===== config.mk =====
export PLATFORM = sky130hd
export DESIGN_NAME = rrc_reset_remap
export DESIGN_NICKNAME = d
export VERILOG_FILES = /design/src/core/rrc_pkg.sv /design/src/core/rrc_reset_remap.sv /design/src/core/rrc_sync3.sv
export SDC_FILE = /design/constraint.sdc
export NUM_CORES = 1
export LEC_CHECK = 0
export CORE_ASPECT_RATIO = 1.1
export CORE_MARGIN = 1.5
export CORE_UTILIZATION = 45
export CTS_CLUSTER_DIAMETER = 40
export CTS_CLUSTER_SIZE = 12
export DETAILED_ROUTE_END_ITERATION = 10
export DONT_BUFFER_PORTS = 1
export PLACE_DENSITY = 0.72
export SETUP_SLACK_MARGIN = 0.5
export SYNTH_ARGS = -nofsm -noshare
export SYNTH_HDL_FRONTEND = slang
export SYNTH_HIERARCHICAL = 1
export SYNTH_SLANG_ARGS = --single-unit

===== constraint.sdc =====
create_clock -name aclk -period 1.8 [get_ports aclk]
set_clock_uncertainty 0.2 [all_clocks]
set_input_delay 0.09 -clock aclk [delete_from_list [all_inputs] [get_ports aclk]]
set_output_delay 0.09 -clock aclk [all_outputs]
set_load 0.02 [all_outputs]

===== src/core/rrc_pkg.sv =====
package rrc_pkg;

    // core clock rate
    localparam int unsigned CLK_MHZ = 125;

    // register byte addresses
    localparam logic [31:0] REMAP_ADDR = 32'hffff0220;
    localparam logic [31:0] STATUS_ADDR = 32'hffff0230;
    localparam logic [31:0] CLEAR_ADDR = 32'hffff0234;
    localparam logic [31:0] KEY1_ADDR = 32'hffff0248;
    localparam logic [31:0] CFG_ADDR = 32'hffff024c;
    localparam logic [31:0] KEY2_ADDR = 32'hffff0250;

    // field positions
    localparam int REMAP_BIT = 0;
    localparam int POR_BIT = 0;
    localparam int WDT_BIT = 1;
    localparam int SWR_BIT = 2;
    localparam int GPIO_KEEP_BIT = 0;
    localparam int DAC_KEEP_BIT = 2;
    localparam int STATUS_W = 3;

    // reset values, masks and key codes
    localparam logic [7:0] REMAP_RESET = 8'h00;
    localparam logic [2:0] STATUS_POR_RESET = 3'h1;
    localparam logic [7:0] CFG_RESET = 8'h00;
    localparam logic [7:0] CFG_WRITABLE = 8'h05;
    localparam logic [7:0] KEY_FIRST = 8'h76;
    localparam logic [7:0] KEY_SECOND = 8'hb1;

    // timing: reset hold and hidden configuration run, rounded up
    localparam int unsigned RESET_HOLD_NS = 1000;
    localparam int unsigned KERNEL_RUN_NS = 2000;
    localparam int unsigned RESET_HOLD_CYCLES = (RESET_HOLD_NS * CLK_MHZ + 999) / 1000;
    localparam int unsigned KERNEL_RUN_CYCLES = (KERNEL_RUN_NS * CLK_MHZ + 999) / 1000;

    // bus responses
    localparam logic [1:0] RESP_OKAY = 2'h0;
    localparam logic [1:0] RESP_DECERR = 2'h3;

    typedef enum logic [1:0] {
        CAUSE_POWER,
        CAUSE_EXTERNAL,
        CAUSE_WATCHDOG,
        CAUSE_SOFTWARE
    } rrc_cause_type;

    // reset lines handed to the rest of the chip
    typedef struct packed {
        logic system_n;
        logic gpio_n;
        logic dac_n;
    } rrc_reset_out_type;

    // memory map and boot indications
    typedef struct packed {
        logic sram_at_zero;
        logic kernel_visible;
        logic user_start;
        logic loader_mode;
    } rrc_map_out_type;

endpackage


===== src/core/rrc_reset_remap.sv =====
// What this block does
// - after any reset, flash decodes at address zero
// - remap bit set puts SRAM at zero
// - clearing remap bit returns flash to zero
// - every reset clears the remap bit
// - boot pin high: configure, then branch to zero
// - factory configuration code hidden from user code
// - four reset sources, status bits accumulate until cleared, not just the last one
// - external reset while running zeroes all status bits; a watchdog or software-reset set in the same cycle still wins
// - writing one to clear bit clears status
// - partial status clear causes a reset event
// - software-reset bit forces reset, stays set
// - watchdog expiry sets watchdog status bit
// - power-on reset sets power-on status bit
// - config bit two keeps DAC through watchdog and software resets
// - config bit zero keeps GPIO through watchdog and software resets
// - config write framed by two key writes
//
// Local design decision: the AXI4-Lite register port.
module rrc_reset_remap (
    // clock and power-on reset
    input wire logic aclk,
    input wire logic aresetn,
    // pins and watchdog
    input wire logic ext_reset_pin_n,
    input wire logic boot_mode_pin_n,
    input wire logic wdt_expired,
    // axi4-lite write address
    input wire logic [31:0] awaddr,
    input wire logic awvalid,
    output logic awready,
    // axi4-lite write data
    input wire logic [31:0] wdata,
    input wire logic [3:0] wstrb,
    input wire logic wvalid,
    output logic wready,
    // axi4-lite write response
    output logic [1:0] bresp,
    output logic bvalid,
    input wire logic bready,
    // axi4-lite read address
    input wire logic [31:0] araddr,
    input wire logic arvalid,
    output logic arready,
    // axi4-lite read data
    output logic [31:0] rdata,
    output logic [1:0] rresp,
    output logic rvalid,
    input wire logic rready,
    // resets and memory map
    output rrc_pkg::rrc_reset_out_type reset_out,
    output rrc_pkg::rrc_map_out_type map_out
);

    localparam int CNT_W = 16;

    if (rrc_pkg::RESET_HOLD_CYCLES >= (1 << CNT_W) || rrc_pkg::KERNEL_RUN_CYCLES >= (1 << CNT_W)
            || rrc_pkg::RESET_HOLD_CYCLES < 1 || rrc_pkg::KERNEL_RUN_CYCLES < 1) begin : g_bad
        $error("rrc_reset_remap: timing counts do not fit the counter");
    end

    typedef enum logic [1:0] {
        ST_HOLD,
        ST_KERNEL,
        ST_USER,
        ST_LOADER
    } rrc_state_type;

    typedef enum logic [1:0] {
        KEY_IDLE,
        KEY_ARMED,
        KEY_LOADED
    } rrc_key_type;

    localparam logic [CNT_W-1:0] HOLD_LAST = CNT_W'(rrc_pkg::RESET_HOLD_CYCLES - 1);
    localparam logic [CNT_W-1:0] KERNEL_LAST = CNT_W'(rrc_pkg::KERNEL_RUN_CYCLES - 1);

    logic ext_n_level;
    logic boot_n_level;
    rrc_state_type state;
    rrc_state_type next_state;
    logic [CNT_W-1:0] count;
    logic [CNT_W-1:0] next_count;
    rrc_pkg::rrc_cause_type cause;
    rrc_pkg::rrc_cause_type next_cause;
    logic [rrc_pkg::STATUS_W-1:0] status;
    logic [rrc_pkg::STATUS_W-1:0] next_status;
    logic [7:0] remap;
    logic [7:0] cfg;
    logic [7:0] cfg_pending;
    rrc_key_type key_state;
    rrc_key_type next_key_state;
    logic aw_held;
    logic w_held;
    logic [31:0] aw_addr_q;
    logic [31:0] w_data_q;
    logic w_lane0_q;

    // pin synchronisers
    rrc_sync3 #(
        .WIDTH(2),
        .RESET_VALUE(2'h3)
    ) u_pin_sync (
        .aclk(aclk),
        .aresetn(aresetn),
        .in_async({ext_reset_pin_n, boot_mode_pin_n}),
        .out_level({ext_n_level, boot_n_level})
    );

    // write decode: both channels held and response slot free
    wire wr_fire = aw_held && w_held && !bvalid;
    wire wr_lane = wr_fire && w_lane0_q;
    wire [7:0] wr_byte = w_data_q[7:0];
    wire wr_remap = wr_lane && (aw_addr_q == rrc_pkg::REMAP_ADDR);
    wire wr_status = wr_lane && (aw_addr_q == rrc_pkg::STATUS_ADDR);
    wire wr_clear = wr_lane && (aw_addr_q == rrc_pkg::CLEAR_ADDR);
    wire wr_key1 = wr_lane && (aw_addr_q == rrc_pkg::KEY1_ADDR);
    wire wr_cfg = wr_lane && (aw_addr_q == rrc_pkg::CFG_ADDR);
    wire wr_key2 = wr_lane && (aw_addr_q == rrc_pkg::KEY2_ADDR);
    wire wr_mapped = (aw_addr_q == rrc_pkg::REMAP_ADDR) || (aw_addr_q == rrc_pkg::STATUS_ADDR)
        || (aw_addr_q == rrc_pkg::CLEAR_ADDR) || (aw_addr_q == rrc_pkg::KEY1_ADDR)
        || (aw_addr_q == rrc_pkg::CFG_ADDR) || (aw_addr_q == rrc_pkg::KEY2_ADDR);

    // reset triggers
    wire running = (state != ST_HOLD);
    wire trig_ext = !ext_n_level && running;
    wire trig_wdt = wdt_expired && running;
    wire trig_sw = wr_status && wr_byte[rrc_pkg::SWR_BIT];
    wire [rrc_pkg::STATUS_W-1:0] clr_bits = wr_byte[rrc_pkg::STATUS_W-1:0];
    wire trig_part = wr_clear && ((status & ~clr_bits) != '0);
    wire any_trig = trig_ext || trig_wdt || trig_sw || trig_part;
    wire keep_cause = (cause == rrc_pkg::CAUSE_WATCHDOG) || (cause == rrc_pkg::CAUSE_SOFTWARE);

    // read decode
    wire [7:0] rd_byte = (araddr == rrc_pkg::REMAP_ADDR) ? remap
        : (araddr == rrc_pkg::STATUS_ADDR) ? {5'h00, status}
        : (araddr == rrc_pkg::CFG_ADDR) ? cfg
        : 8'h00;
    wire rd_mapped = (araddr == rrc_pkg::REMAP_ADDR) || (araddr == rrc_pkg::STATUS_ADDR)
        || (araddr == rrc_pkg::CLEAR_ADDR) || (araddr == rrc_pkg::KEY1_ADDR)
        || (araddr == rrc_pkg::CFG_ADDR) || (araddr == rrc_pkg::KEY2_ADDR);

    // sequencer: hold reset, run hidden configuration, then branch or stay in loader
    always_comb begin
        next_state = state;
        next_count = count;
        next_cause = cause;
        case (state)
            ST_HOLD: begin
                if (!ext_n_level) begin
                    next_count = '0;
                end else if (count == HOLD_LAST) begin
                    next_state = ST_KERNEL;
                    next_count = '0;
                end else begin
                    next_count = count + 1'b1;
                end
            end
            ST_KERNEL: begin
                if (count == KERNEL_LAST) begin
                    next_state = boot_n_level ? ST_USER : ST_LOADER;
                    next_count = '0;
                end else begin
                    next_count = count + 1'b1;
                end
            end
            ST_USER: begin
                next_count = '0;
            end
            ST_LOADER: begin
                next_count = '0;
            end
            default: begin
                next_state = ST_HOLD;
                next_count = '0;
            end
        endcase
        if (any_trig) begin
            next_state = ST_HOLD;
            next_count = '0;
            if (trig_ext) begin
                next_cause = rrc_pkg::CAUSE_EXTERNAL;
            end else if (trig_wdt) begin
                next_cause = rrc_pkg::CAUSE_WATCHDOG;
            end else begin
                next_cause = rrc_pkg::CAUSE_SOFTWARE;
            end
        end
    end

    // status: clear first, then external zeroing, then hardware sets win
    always_comb begin
        next_status = status;
        if (wr_clear) begin
            next_status = next_status & ~clr_bits;
        end
        if (trig_ext) begin
            next_status = '0;
        end
        if (wdt_expired) begin
            next_status[rrc_pkg::WDT_BIT] = 1'b1;
        end
        if (trig_sw) begin
            next_status[rrc_pkg::SWR_BIT] = 1'b1;
        end
    end

    // key sequence: key one, configuration value, key two, nothing between
    always_comb begin
        next_key_state = key_state;
        if (wr_key1 && wr_byte == rrc_pkg::KEY_FIRST) begin
            next_key_state = KEY_ARMED;
        end else if (wr_cfg && key_state == KEY_ARMED) begin
            next_key_state = KEY_LOADED;
        end else if (wr_fire) begin
            next_key_state = KEY_IDLE;
        end
    end

    // sequencer, cause and status registers
    always_ff @(posedge aclk) begin
        if (!aresetn) begin
            state <= ST_HOLD;
            count <= '0;
            cause <= rrc_pkg::CAUSE_POWER;
            status <= rrc_pkg::STATUS_POR_RESET;
        end else begin
            state <= next_state;
            count <= next_count;
            cause <= next_cause;
            status <= next_status;
        end
    end

    // remap and keyed configuration
    always_ff @(posedge aclk) begin
        if (!aresetn) begin
            remap <= rrc_pkg::REMAP_RESET;
            cfg <= rrc_pkg::CFG_RESET;
            cfg_pending <= rrc_pkg::CFG_RESET;
            key_state <= KEY_IDLE;
        end else begin
            key_state <= next_key_state;
            if (!running || any_trig) begin
                remap <= rrc_pkg::REMAP_RESET;
            end else if (wr_remap) begin
                remap <= {7'h00, wr_byte[rrc_pkg::REMAP_BIT]};
            end
            if (wr_cfg && key_state == KEY_ARMED) begin
                cfg_pending <= wr_byte & rrc_pkg::CFG_WRITABLE;
            end
            if (wr_key2 && wr_byte == rrc_pkg::KEY_SECOND && key_state == KEY_LOADED) begin
                cfg <= cfg_pending;
            end
        end
    end

    // reset lines and map outputs, all registered
    always_ff @(posedge aclk) begin
        if (!aresetn) begin
            reset_out <= '0;
            map_out <= '0;
        end else begin
            reset_out.system_n <= running;
            reset_out.gpio_n <= running || (keep_cause && cfg[rrc_pkg::GPIO_KEEP_BIT]);
            reset_out.dac_n <= running || (keep_cause && cfg[rrc_pkg::DAC_KEEP_BIT]);
            map_out.sram_at_zero <= remap[rrc_pkg::REMAP_BIT];
            map_out.kernel_visible <= (state == ST_KERNEL);
            map_out.user_start <= (state == ST_KERNEL) && (next_state == ST_USER);
            map_out.loader_mode <= (state == ST_LOADER);
        end
    end

    // write channels: address and data taken in either order
    always_ff @(posedge aclk) begin
        if (!aresetn) begin
            aw_held <= 1'b0;
            w_held <= 1'b0;
            awready <= 1'b0;
            wready <= 1'b0;
            aw_addr_q <= '0;
            w_data_q <= '0;
            w_lane0_q <= 1'b0;
            bvalid <= 1'b0;
            bresp <= rrc_pkg::RESP_OKAY;
        end else begin
            awready <= !aw_held && !(awvalid && awready);
            wready <= !w_held && !(wvalid && wready);
            if (awvalid && awready) begin
                aw_held <= 1'b1;
                aw_addr_q <= awaddr;
            end
            if (wvalid && wready) begin
                w_held <= 1'b1;
                w_data_q <= wdata;
                w_lane0_q <= wstrb[0];
            end
            if (wr_fire) begin
                aw_held <= 1'b0;
                w_held <= 1'b0;
                bvalid <= 1'b1;
                bresp <= wr_mapped ? rrc_pkg::RESP_OKAY : rrc_pkg::RESP_DECERR;
            end else if (bvalid && bready) begin
                bvalid <= 1'b0;
            end
        end
    end

    // read channel: one read under way, data one cycle after the address
    always_ff @(posedge aclk) begin
        if (!aresetn) begin
            arready <= 1'b0;
            rvalid <= 1'b0;
            rdata <= '0;
            rresp <= rrc_pkg::RESP_OKAY;
        end else begin
            if (arvalid && arready) begin
                arready <= 1'b0;
                rvalid <= 1'b1;
                rdata <= {24'h000000, rd_byte};
                rresp <= rd_mapped ? rrc_pkg::RESP_OKAY : rrc_pkg::RESP_DECERR;
            end else if (rvalid && rready) begin
                rvalid <= 1'b0;
                arready <= 1'b1;
            end else begin
                arready <= !rvalid;
            end
        end
    end
endmodule


===== src/core/rrc_sync3.sv =====
module rrc_sync3 #(
    parameter int WIDTH = 2,
    parameter logic [WIDTH-1:0] RESET_VALUE = '1
) (
    // clock and reset
    input wire logic aclk,
    input wire logic aresetn,
    // asynchronous levels in, filtered levels out
    input wire logic [WIDTH-1:0] in_async,
    output logic [WIDTH-1:0] out_level
);

    if (WIDTH < 1) begin : g_bad_width
        $error("rrc_sync3: WIDTH must be at least 1");
    end

    // three stages per bit; a change counts once stages two and three agree
    for (genvar i = 0; i < WIDTH; i++) begin : g_bit
        logic s1;
        logic s2;
        logic s3;
        always_ff @(posedge aclk) begin
            if (!aresetn) begin
                s1 <= RESET_VALUE[i];
                s2 <= RESET_VALUE[i];
                s3 <= RESET_VALUE[i];
                out_level[i] <= RESET_VALUE[i];
            end else begin
                s1 <= in_async[i];
                s2 <= s1;
                s3 <= s2;
                if (s2 == s3) begin
                    out_level[i] <= s3;
                end
            end
        end
    end

endmodule


==> reports/metrics.csv, run 1 <==
metric;value;unit
Total Wirelength;9650;um
netlist area before placement;0.004300;mm2
ys flop type;dfxtp_1;
DRC viols;0;
max-slew violations;0;
Critical Path RT;1860;ps
PortBufs;0;
die area;0.01015;mm2
initial core utilization;46.21;%
vias in the first global route;3381;
total power;4099;uW
crit-path max FO;3;
Pre-Repair DR Iteration Count;4;
Final period util;109.7;%
# rows;37;
mean post-synth cell area;8.432;um2
# H-tree levels;3;
Post-DP Area;0.004481;mm2
Lkg Pwr;0.002035;uW
DP Wirelength;6456;um
Worst Hold Slack;-387.5;ps
root buffer cell;clkbuf_8;
Cells after DPL;633;
Synth area leader;dfxtp_1;
ys async rst share;0;%
Crit Path Category;register to register;
Post-synth top cells;117 x nand2_1, 97 x dfxtp_1, 45 x a21boi_0;
RR Endpoint;cfg_pending[0];
status;complete, but fails checks;
Via Count;3593;
post-synthesis sequential area ratio;45.16;%
total grt overflow;0;
PD cells;768.9;mW/mm2
CTS tree;built;
largest net degree at the start of global routing;83;
Hold EP;u_pin_sync/g_bit[0].s3;
top cell type's share of synthesized area;45.16;%
Worst-Skew Late Latency;360;ps
Finish-stage setup viols;26;
Peak VDD IR;507.4;uV
post-route ant nets;0;
core area;0.009305;mm2
post-route cell area;0.005331;mm2
synth unique cells;48;
violated checks;hold timing, setup timing;
f_max;0.5067;GHz
synth warn;6;
HP Class;primary input to register;
clock slew seen by the registers of the worst setup and hold paths;90;ps
number of synthesized flops with an enable pin;0;
clock sink total;97;
R2R Setup Slk;-170;ps
r2r startpoint;aw_addr_q[24];
nets@finish;686;
area delta synth->final;23.97;%
synth top area cells;dfxtp_1 45%, nand2_1 10%, a21boi_0 7.9%;
worst reg-to-reg path cell count;5;
Yosys reg bits;97;
drt wl/cell;13.86;um
crit path DAT;2040;ps
chip width;96.21;um
all-layer global routing usage;19.16;%
fin cells;696;
layout cells sized above 1;17.30;%
Via density;5.162;
fin crit period;1974;ps
HP Start;aresetn;
# IOs;158;
initial antenna violation count;1;
drt initial violations;192;
global placement routability congestion;0.8159;
Max Cap Violations;0;
Die Span Y;105.5;um
Clock Path Buffers;2;
RSZ-0062 raised after global routing;yes;
Fin. Hold Viols;79;
TritonCTS buffer count;9;
Critical Path Start Type;register;
global-route wire length before repair;15260;um
Syn Inst Count;510;
Hold Path Stages;1;
Worst Setup Slack, final;-173.7;ps
count leader, synth;nand2_1;
CP Capture Type;register;
[report_power, final]
part / switching (uW) / internal, uW / total [uW] / leakage, uW
Clock: 751 / 642 / 1390 / 0.0000994
Combinational: 227 / 204 / 431 / 0.00114
Sequential: 58.6 / 2220 / 2280 / 0.000793
[final cells by class]
cell class              count  area (um2)
inverters                   7       26.28
flip-flops and latches     97        1956
fillers                   815        3974
well taps                 117       146.4
multi-input cells         384        2303
repair buffers             74       703.2
diodes                      1       2.502
clock inverters             7       70.07
clock buffers               9       123.9
[state kept, by name, indices dropped and copies added, names as in the netlist, 2 cells and up]
signal                count
aw_addr_q                32
cfg                       2
cfg_pending               2
count                    16
key_state                 2
map_out                   4
rdata                     3
reset_out                 3
state                     2
status                    3
u_pin_sync/g_bit.s1       2
u_pin_sync/g_bit.s2       2
u_pin_sync/g_bit.s3       2
u_pin_sync/out_level      2
w_data_q                  8
[worst max-delay path by stage]
stage / start / endpoint / slack (ps) / cells past startpoint
after floorplan: aw_addr_q[24] / cfg_pending[0] / -40 / 5
after detailed placement: aw_addr_q[15] / cfg_pending[2] / -150 / 5
after CTS: aw_addr_q[11] / cfg_pending[0] / -160 / 5
after global routing: aw_addr_q[24] / count[0] / -240 / 8
final: aw_addr_q[24] / cfg_pending[0] / -170 / 5
after global placement: aw_addr_q[29] / cfg_pending[2] / -110 / 5
[timing repair]
action                     in CTS  in global routing
buffers inserted                1                  6
setup endpoints to repair      49                 71
pin swaps                       2                 10
resized for setup              17                 45
hold endpoints to repair       82                 79
hold buffers                   37                  3
gates cloned                    0                  1
[metal layers]
layer	part of all wire, %	track usage (%)	wire, um	up-vias
met4	1.8	7.983	170	0
met5	0	0	0	-
met1	43	23.89	4157	1695
met3	4.7	4.185	457	13
met2	50	31.44	4864	92
li1	-	-	-	1793
[cell usage in the layout (no fill, tap or decap), types with 3 or more instances in the layout]
master / n
nand4b_1: 6
o21ai_1: 6
nand4_1: 12
and3_1: 11
nand3_1: 12
o21ai_0: 5
nor3_1: 4
a21boi_1: 9
xnor2_1: 5
dfxtp_1: 88
dfxtp_2: 8
a31oi_1: 3
nand2b_1: 13
buf_4: 29
clkinv_2: 3
nor2b_1: 6
nand2_1: 115
dlygate4sd3_1: 38
o31ai_1: 3
nor2_1: 20
a21boi_0: 37
clkbuf_8: 9
nor4b_1: 4
xor2_1: 9
a21oi_1: 7
ha_1: 3
nor2_2: 13
mux2i_1: 4
inv_1: 7
buf_6: 4
conb_1: 29
and2_1: 4
[metrics by stage]
stage	util [%]	setup TNS, ps	setup WS (ps)	hold WS, ps
global route	57.29	-5438	-241.2	-407.8
global placement	48.15	-1176	-110.2	-29.85
CTS	55.08	-1817	-160.7	-412.6
finish	57.29	-3021	-173.7	-387.5
floorplan	-	-391.9	-35.09	-36.96
detailed placement	48.15	-1638	-148.0	-27.14
[logic make-up (layout without fill, tap and decap cells)]
logic type | Yosys count | count (layout) | share of synthesized area (%)
compound gates | 80 | 80 | 12.89
buf+inv | 57 | 97 | 7.768
xor+xnor | 14 | 14 | 2.851
mux | 4 | 4 | 0.9311
fa+ha+maj | 3 | 3 | 0.8729
simple gates | 254 | 254 | 29.44
flops | 97 | 97 | 45.16
other cells | 1 | 30 | 0.08720
[critical path, cell delays in order (launching register included)]
cell     delay [ps]
dfxtp_2         340
nand4_1         120
nor4_2          340
nand3_1         170
or4_4           570
mux2i_1         140
Power figures use the tool's default switching activity.
==> run 2: changes to the inputs <==
Settings changed: PLACE_DENSITY 0.72 to not set.
==> run 2 against run 1 <==
The flow still finishes with violations (hold timing, setup timing). Maximum frequency increased by 0.60%. Sequential power about the same. Count of clock-buffer cells in the layout increased by 2. Non-clock buffer count increased by 10. Core utilization increased by 3.4 points. Highest routed layer unchanged. Flip-flop and latch count unchanged. Combinational power increased by 17%. Final area increased by 6.0%. Power increased by 1.8%. Worst hold slack got worse by 5.4 ps. Die area unchanged. Setup slack improved by 12 ps.
==> reports/metrics.csv, run 2 (synthesis gave the netlist of run 1 again) <==
metric;value;unit
status;complete, but fails checks;
violated checks;hold timing, setup timing;
RR Endpoint;cfg_pending[2];
global placement routability congestion;0.7777;
initial core utilization;46.21;%
Cells after DPL;635;
root buffer cell;clkbuf_8;
met3 GRT Util;3.752;%
setup TNS;-2700;ps
CP peak stage delay;520;ps
nets@finish;696;
CTS tree;built;
chip width;96.21;um
fin cells;705;
n_diodes;0;
Final period util;109.0;%
# rows;37;
Worst Setup Slack, final;-162.0;ps
fin crit period;1962;ps
clock slew seen by the registers of the worst setup and hold paths;100;ps
largest net degree at the start of global routing;83;
Slowest-stage cell, CP;or4_4;
global-route wire length before repair;14900;um
PortBufs;0;
Critical Path RT;1870;ps
layout cells sized above 1;21.26;%
Crit Path Category;register to register;
max-slew violations;0;
Clock Path Buffers;2;
drt wl/cell;14.43;um
Worst-Skew Late Latency;370;ps
Top reg by flops;aw_addr_q;
Critical Path Start Type;register;
initial antenna violation count;0;
area delta synth->final;31.36;%
most frequent cells in the layout;93 x nand2_1, 85 x dfxtp_1, 46 x dlygate4sd3_1, 32 x nor2_1, 29 x conb_1;
Via density;5.189;
HP Class;primary input to register;
core area;0.009305;mm2
M1 GR Usage;22.85;%
Lkg Pwr;0.002268;uW
crit path DAT;2030;ps
TritonCTS buffer count;9;
Worst Setup EP;cfg_pending[2];
# H-tree levels;3;
all-layer global routing usage;19.06;%
f_max;0.5097;GHz
Most Crowded Layer GR;met2;
Setup Slack @ Placement;-189.9;ps
r2r startpoint;aw_addr_q[12];
Pre-Repair DR Iteration Count;4;
R2R Setup Slk;-160;ps
global routing met2 resource utilization;31.84;%
Largest regs;aw_addr_q x32, count x16, w_data_q x8;
Worst Hold Slack;-392.9;ps
commonest non-fill, non-tap cell in the layout;nand2_1;
RSZ-0062 raised after global routing;yes;
Fin. Hold Viols;78;
drt initial violations;148;
CP Launch Point;aw_addr_q[12];
filler cell count in the final layout;820;
post-route ant nets;0;
clock sink total;97;
Via Count;3658;
DRC viols;0;
Total Wirelength;10170;um
crit-path max FO;3;
# IOs;158;
DP Wirelength;6480;um
Final Util;60.71;%
die area;0.01015;mm2
worst reg-to-reg path cell count;6;
Die Span Y;105.5;um
PD cells;738.9;mW/mm2
Peak VDD IR;468.1;uV
Finish-stage setup viols;28;
total power;4174;uW
vias in the first global route;3344;
Largest register FFs;32;
CP cell instances;nand4b_1, nor4_2, buf_4, nand3_2, or4_4, mux2i_1;
total grt overflow;0;
Max Cap Violations;0;
CP Capture Type;register;
-- run 2: power by group --
| part | switching [uW] | internal, uW | leakage (uW) |
|---|---|---|---|
| Sequential | 59.5 | 2220 | 0.000794 |
| Combinational | 262 | 244 | 0.00138 |
| Clock | 750 | 642 | 0.0000933 |
| Total | 1070 | 3100 | 0.00227 |
-- run 2: area by class of cell --
cell class                      count  area [um2]  area share [%]
Timing Repair Buffer               84       865.8           15.33
Sequential cell                    97        1962           34.73
Inverter                            7       26.28          0.4651
Clock inverter                      5       56.30          0.9967
Tap cell                          117       146.4           2.591
Clock buffer                       11       131.4           2.326
Multi-Input combinational cell    384        2461           43.57
-- run 2: layer usage --
metal / vias to the layer above / share of wire [%]
met5: - / 0
met4: 0 / 1.9
met3: 15 / 4.3
met2: 111 / 51
met1: 1720 / 42
li1: 1812 / -
-- run 2: what timing repair did --
action	CTS	global route
hold buffers	38	9
endpoints found under the setup margin	53	81
gates resized for setup	27	102
cloned	1	3
pin swaps	12	41
buffers inserted	3	1
hold endpoints to repair	81	78
-- run 2: worst min-delay path by stage --
| stage | start | end | slack [ps] | depth (start not counted) |
|---|---|---|---|---|
| global placement | aresetn | u_pin_sync/g_bit[1].s1 | -30 | 1 |
| detailed placement | aresetn | u_pin_sync/g_bit[0].s2 | -30 | 1 |
| global route | aresetn | u_pin_sync/g_bit[0].s2 | -400 | 1 |
| floorplan | aresetn | u_pin_sync/g_bit[0].s2 | -40 | 1 |
| CTS | aresetn | u_pin_sync/g_bit[0].s3 | -410 | 1 |
| finish | aresetn | u_pin_sync/g_bit[0].s2 | -390 | 1 |
-- run 2: critical path, delay by kind of cell (launching register included) --
family        cells  cell delay [ps]
flops             1              330
mux               1              130
buf+inv           1              170
simple gates      4             1030
-- run 2: per-stage QoR --
step                      cell area [um2]  hold slack (ps)
after floorplan                      4444           -36.96
after global placement               4521           -31.29
after detailed placement             4521           -28.41
after CTS                            5220           -415.0
after global routing                 5649           -397.3
final                                5649           -392.9
